**src/lfast_pkg.sv**
```systemverilog
package lfast_pkg;
    localparam int LANES = 16;
    localparam int TRIMS = 5;
    // printed offsets are not all word multiples: they are indices, byte address is 4x
    localparam logic [9:0] IDX_ALARM_STATUS_REG = 10'h2c1;
    localparam logic [9:0] IDX_LANE_ALM   = 10'h2c4;
    localparam logic [9:0] IDX_IRQ_MASK   = 10'h2c8;
    localparam logic [9:0] IDX_TRIM_A_DUAL = 10'h310;
    localparam logic [9:0] IDX_TRIM_B_DUAL = 10'h313;
    localparam logic [9:0] IDX_TRIM_A_SIA  = 10'h314;
    localparam logic [9:0] IDX_TRIM_B_SIA  = 10'h315;
    localparam logic [9:0] IDX_TRIM_A_SIB  = 10'h31a;
    localparam int SUMMARY_BIT = 5;
    localparam logic [15:0] LANE_ALM_RESET = 16'hffff;
    localparam logic [7:0]  IRQ_MASK_RESET = 8'h00;
    localparam logic [2:0]  TRIM_A_DUAL = 3'd0;
    localparam logic [2:0]  TRIM_B_DUAL = 3'd1;
    localparam logic [2:0]  TRIM_A_SIA  = 3'd2;
    localparam logic [2:0]  TRIM_B_SIA  = 3'd3;
    localparam logic [2:0]  TRIM_A_SIB  = 3'd4;
    typedef struct packed {
        logic [7:0] core_a;
        logic [7:0] core_b;
    } lfast_trim_out_t;
    typedef enum logic [1:0] {
        LFAST_IDLE   = 2'b00,
        LFAST_ACCESS = 2'b01
    } lfast_state_t;
endpackage

```
**src/lfast_regs.sv**
```systemverilog
`timescale 1ns/1ps
module lfast_regs
    import lfast_pkg::*;
(
    input  wire logic                ref_clk,
    input  wire logic                rst_n,
    input  wire logic                psel,
    input  wire logic                penable,
    input  wire logic                pwrite,
    input  wire logic [11:0]         paddr,
    input  wire logic [31:0]         pwdata,
    input  wire logic [3:0]          pstrb,
    output logic                     pready,
    output logic [31:0]              prdata,
    output logic                     pslverr,
    input  wire logic [LANES-1:0]    lane_fifo_fault,
    input  wire logic [LANES-1:0]    lane_active,
    input  wire logic                dual_channel_mode,
    input  wire logic                sample_input_b,
    input  wire logic                fuse_valid,
    input  wire logic [8*TRIMS-1:0]  fuse_trim,
    output lfast_trim_out_t          trim_out,
    output logic                     irq
);
    function automatic logic [2:0] trim_index(input logic [9:0] idx);
        case (idx)
            IDX_TRIM_A_DUAL: trim_index = TRIM_A_DUAL;
            IDX_TRIM_B_DUAL: trim_index = TRIM_B_DUAL;
            IDX_TRIM_A_SIA:  trim_index = TRIM_A_SIA;
            IDX_TRIM_B_SIA:  trim_index = TRIM_B_SIA;
            IDX_TRIM_A_SIB:  trim_index = TRIM_A_SIB;
            default:         trim_index = 3'd7;
        endcase
    endfunction

    lfast_state_t       state_q, state_d;
    logic [LANES-1:0]   lane_alm_q, lane_alm_d;
    logic               summary_q, summary_d;
    logic [7:0]         mask_q, mask_d;
    logic [7:0]         trim_q [TRIMS];
    logic [7:0]         trim_d [TRIMS];
    logic               fuse_done_q, fuse_done_d;
    logic [31:0]        prdata_d;
    logic               pslverr_d, pready_d, irq_d;
    lfast_trim_out_t    trim_out_d;
    logic [9:0]         idx;
    logic               wr, hit;
    logic [2:0]         ti;
    logic [LANES-1:0]   active_fault;

    assign idx = paddr[11:2];
    assign ti  = trim_index(idx);

    always_comb begin
        state_d      = state_q;
        lane_alm_d   = lane_alm_q;
        summary_d    = summary_q;
        mask_d       = mask_q;
        trim_d       = trim_q;
        fuse_done_d  = fuse_done_q;
        prdata_d     = 32'h0000_0000;
        pslverr_d    = 1'b0;
        pready_d     = 1'b0;
        wr           = 1'b0;
        hit          = (idx == IDX_ALARM_STATUS_REG) || (idx == IDX_LANE_ALM) ||
                       (idx == IDX_IRQ_MASK) || (ti != 3'd7);
        active_fault = lane_fifo_fault & lane_active;
        // one wait state: access is answered the cycle after penable rises
        case (state_q)
            LFAST_IDLE: begin
                if (psel && penable) begin
                    state_d  = LFAST_ACCESS;
                    pready_d = 1'b1;
                end
            end
            LFAST_ACCESS: begin
                state_d = LFAST_IDLE;
                wr = psel && penable && pwrite;
            end
            default: state_d = LFAST_IDLE;
        endcase
        if (!fuse_done_q && fuse_valid) begin
            for (int i = 0; i < TRIMS; i++) begin
                trim_d[i] = fuse_trim[8*i +: 8];
            end
            fuse_done_d = 1'b1;
        end
        if (wr && pstrb[0] && idx == IDX_LANE_ALM) begin
            lane_alm_d[7:0] = lane_alm_d[7:0] & ~pwdata[7:0];
        end
        if (wr && pstrb[1] && idx == IDX_LANE_ALM) begin
            lane_alm_d[15:8] = lane_alm_d[15:8] & ~pwdata[15:8];
        end
        if (wr && pstrb[0] && idx == IDX_ALARM_STATUS_REG && pwdata[SUMMARY_BIT]) begin
            summary_d  = 1'b0;
            lane_alm_d = '0;
        end
        if (wr && pstrb[0] && idx == IDX_IRQ_MASK) begin
            mask_d = pwdata[7:0];
        end
        if (wr && pstrb[0] && ti != 3'd7) begin
            trim_d[ti] = pwdata[7:0];
        end
        lane_alm_d = lane_alm_d | lane_fifo_fault;
        if (|active_fault) begin
            summary_d = 1'b1;
        end
        if (psel && penable && !pwrite && state_q == LFAST_IDLE) begin
            case (idx)
                IDX_ALARM_STATUS_REG: prdata_d[SUMMARY_BIT] = summary_q;
                IDX_LANE_ALM:   prdata_d[15:0] = lane_alm_q;
                IDX_IRQ_MASK:   prdata_d[7:0] = mask_q;
                default: begin
                    if (ti != 3'd7) begin
                        prdata_d[7:0] = trim_q[ti];
                    end
                end
            endcase
        end
        if (psel && penable && state_q == LFAST_IDLE && !hit) begin
            pslverr_d = 1'b1;
        end
        if (dual_channel_mode) begin
            trim_out_d.core_a = trim_q[TRIM_A_DUAL];
            trim_out_d.core_b = trim_q[TRIM_B_DUAL];
        end else if (!sample_input_b) begin
            trim_out_d.core_a = trim_q[TRIM_A_SIA];
            trim_out_d.core_b = trim_q[TRIM_B_SIA];
        end else begin
            // single input b; core b trim lies outside this segment
            trim_out_d.core_a = trim_q[TRIM_A_SIB];
            trim_out_d.core_b = 8'h00;
        end
        // mask bit set enables: mask bits 0..7 gate lane bits 0..7, mask bit 5 also gates summary
        irq_d = |(lane_alm_q[7:0] & mask_q[7:0]) | (summary_q & mask_q[SUMMARY_BIT]);
    end

    always_ff @(posedge ref_clk or negedge rst_n) begin
        if (!rst_n) begin
            state_q     <= LFAST_IDLE;
            lane_alm_q  <= LANE_ALM_RESET;
            summary_q   <= 1'b1;
            mask_q      <= IRQ_MASK_RESET;
            fuse_done_q <= 1'b0;
            for (int i = 0; i < TRIMS; i++) begin
                trim_q[i] <= 8'h00;
            end
            prdata      <= 32'h0000_0000;
            pslverr     <= 1'b0;
            pready      <= 1'b0;
            trim_out    <= '0;
            irq         <= 1'b0;
        end else begin
            state_q     <= state_d;
            lane_alm_q  <= lane_alm_d;
            summary_q   <= summary_d;
            mask_q      <= mask_d;
            fuse_done_q <= fuse_done_d;
            trim_q      <= trim_d;
            prdata      <= prdata_d;
            pslverr     <= pslverr_d;
            pready      <= pready_d;
            trim_out    <= trim_out_d;
            irq         <= irq_d;
        end
    end
endmodule

```
**config.mk**
```make
export PLATFORM = sky130hd
export DESIGN_NAME = lfast_regs
export DESIGN_NICKNAME = d
export VERILOG_FILES = /design/src/lfast_pkg.sv /design/src/lfast_regs.sv
export SDC_FILE = /design/constraint.sdc
export NUM_CORES = 1
export LEC_CHECK = 0
export BUFFER_PORTS_ARGS = -buffer_cell sky130_fd_sc_hd__buf_2
export CAP_MARGIN = 20
export CORE_MARGIN = 2
export CORE_UTILIZATION = 50
export CTS_CLUSTER_DIAMETER = 60
export CTS_CLUSTER_SIZE = 10
export DETAILED_ROUTE_END_ITERATION = 6
export PLACE_DENSITY = 0.78
export SLEW_MARGIN = 20
export SYNTH_ARGS = -nofsm -noshare
export SYNTH_HDL_FRONTEND = slang
export SYNTH_SLANG_ARGS = --single-unit
```
**constraint.sdc**
```tcl
create_clock -name ref_clk -period 2.75 [get_ports ref_clk]
set_input_delay 0.55 -clock ref_clk [delete_from_list [all_inputs] [get_ports ref_clk]]
set_output_delay 0.55 -clock ref_clk [all_outputs]
set_load 0.01 [all_outputs]
```
==> run metrics <==
Routed WL per cell 17.9 um; asr flop ratio synth 100%; Pleak 2.91 nW; largest net degree at the start of global routing 61; Pwr per Cell Area 480 nW/um2; Mapped Area 5320 um2; vias in the first global route 4,287; DIE AREA 11,500 um2; Synth Instances 475; most common cell in the synthesized netlist dfrtp_1; top post-synthesis cells by area dfrtp_1 40%, mux2_2 9.1%, dfstp_2 8.4%; buffers added on ports 142; total CTS buffers 9; EDFF count, synth 0; Setup violations, final 0; Max Fclk 430 MHz; post-synth top area share 40.0%; Critical Path Sink Type flip-flop; Initial Utilization 51.6%; met3 Usage GRT 5.35%; fin cells 753; # resized after CTS 0; H-tree Lvls 3; maximum VDD drop 316 uV; met1 usage 30.8%; floorplan row count 37; MaxCap Viol Count 0; DPL Wire Length 10,300 um; register area share after synthesis 48.3%; drt first pass iters 5; Core Util, Final 61.3%; worst-path fanout max 18; fin nets 740; first-pass GRT wire length 21,300 um; worst hold path type in2async; dpl cell area 6150 um2; Via density 5.76; P&R area growth vs syn 18.8%; antenna violations before repair 0; GPL Wtd Cong 0.876; clk sinks 102; fraction of layout cells with a size suffix above 1 43.4%; Min Clock Period, post-route 2330 ps; clock skew 16.8 ps; Syn Area/Cell 11.2 um2; Slew @ Worst Pin 792 ps; root buf cell clkbuf_8; Placement Setup Slack 129 ps; Power Total 3.04 mW; Worst Hold Margin 248 ps; max-slew violations 0; placed cell count 737; vias post-DR 4,341; Worst setup SP type flip-flop; Worst EP required 3050 ps; Post CTS Setup Buffer Count 0; CTS tree done; n_diodes 0; initial DRC count 254; Die Ht 107 um; core box area 10,300 um2; Slew HR 47.2%; grt met2 use 40.5%; die width 107 um; status completed; Yosys warnings 0; Synth area leader dfrtp_1; CTS Hold Bufs 0; post-synth cell types 60; worst setup path class reg2reg; clock slew at reported path FFs 100 ps; All-Layer GR Usage 23.9%; setup ws final 422 ps; RSZ-0062 raised after global routing false; I/O pin total 179; Hold Fails Final Rpt 0; setup_tns 0 ps; FF+latch count, synth 102; ANT nets after route 0; Routed WL 13,500 um; top_reg_cell synth dfrtp_1; busiest grt layer met2; clock latency on the worst-skew pair 370 ps; gr ovfl total 0; DR DRC count 0; post-route cell area 6320 um2; Clock Tree Buf Depth 2; Tcrit/Tclk final 84.7%; Synth top cells by count 85 x dfrtp_1, 43 x mux2_2, 43 x nand2_1; worst path arrival time 2630 ps
## power breakdown
| part | switching (mW) | internal [mW] |
|---|---|---|
| Sequential | 0.0669 | 1.60 |
| Clock | 0.536 | 0.344 |
| Combinational | 0.255 | 0.234 |
## layout by cell type (no fill, tap or decap), drive strengths merged, types with 4 or more instances in the layout
cell and n:
o22ai 8, dfstp 17, a21oi 20, o21ai 20
nor2 11, inv 4, mux2 56, and2 10
clkbuf 10, dfrtp 85, buf 157, or2 4
a31o 15, a22oi 8, nor3 23, mux2i 24
nand4 4, nand2 43, a311o 7, a22o 8
conb 16, nand2b 11, nor2b 6, a32o 14
## state kept, by name, summed over array words and instances, names as in the netlist
register     count
fuse_done_q      1
irq              1
lane_alm_q      16
mask_q           8
prdata          16
pready           1
pslverr          1
state_q          1
summary_q        1
trim_out        16
trim_q          40
## per-layer routing
layer	share of wire [%]	vias up
met3	9.3	18
li1	-	1999
met2	49	229
met4	1.7	0
met5	0	-
met1	40	2095
## layout make-up
type	instances	area [um2]
Clock buffer	10	128
Clock inverter	6	51.3
Fill cell	871	4000
Inverter	1	3.75
Multi-Input combinational cell	341	2560
Sequential cell	102	2570
Tap cell	136	170
Timing Repair Buffer	157	838
## final timing paths
path                                    start       endpoint  slack, ps  cells after the start
setup / recovery                   state_q[0]     trim_q[28]        420                      5
hold / removal                          rst_n   trim_out[14]        250                      1
setup reg to reg                   state_q[0]     trim_q[28]        420                      5
hold reg to reg                    state_q[0]     state_q[0]        500                      1
max in group asynchronous               rst_n  lane_alm_q[8]       1730                      2
min in group ref_clk       lane_fifo_fault[9]  lane_alm_q[9]        380                      2
## critical path, cell delays in order (launching register included)
cell and delay (ps):
dfrtp_1 400, nand4_2 190, or4b_4 630, buf_4 230, or4_1 590, a21oi_1 220
## cells by family after synthesis
logic type,after synthesis,synth area share (%)
AND/OR/NAND/NOR,134,14.5
AO/OA/AOI/OAI,109,15.0
flip-flops,102,48.3
multiplexers,80,16.9
buffers and inverters,47,4.77
XOR/XNOR,2,0.329
other,1,0.0704
Power figures use the tool's default switching activity.
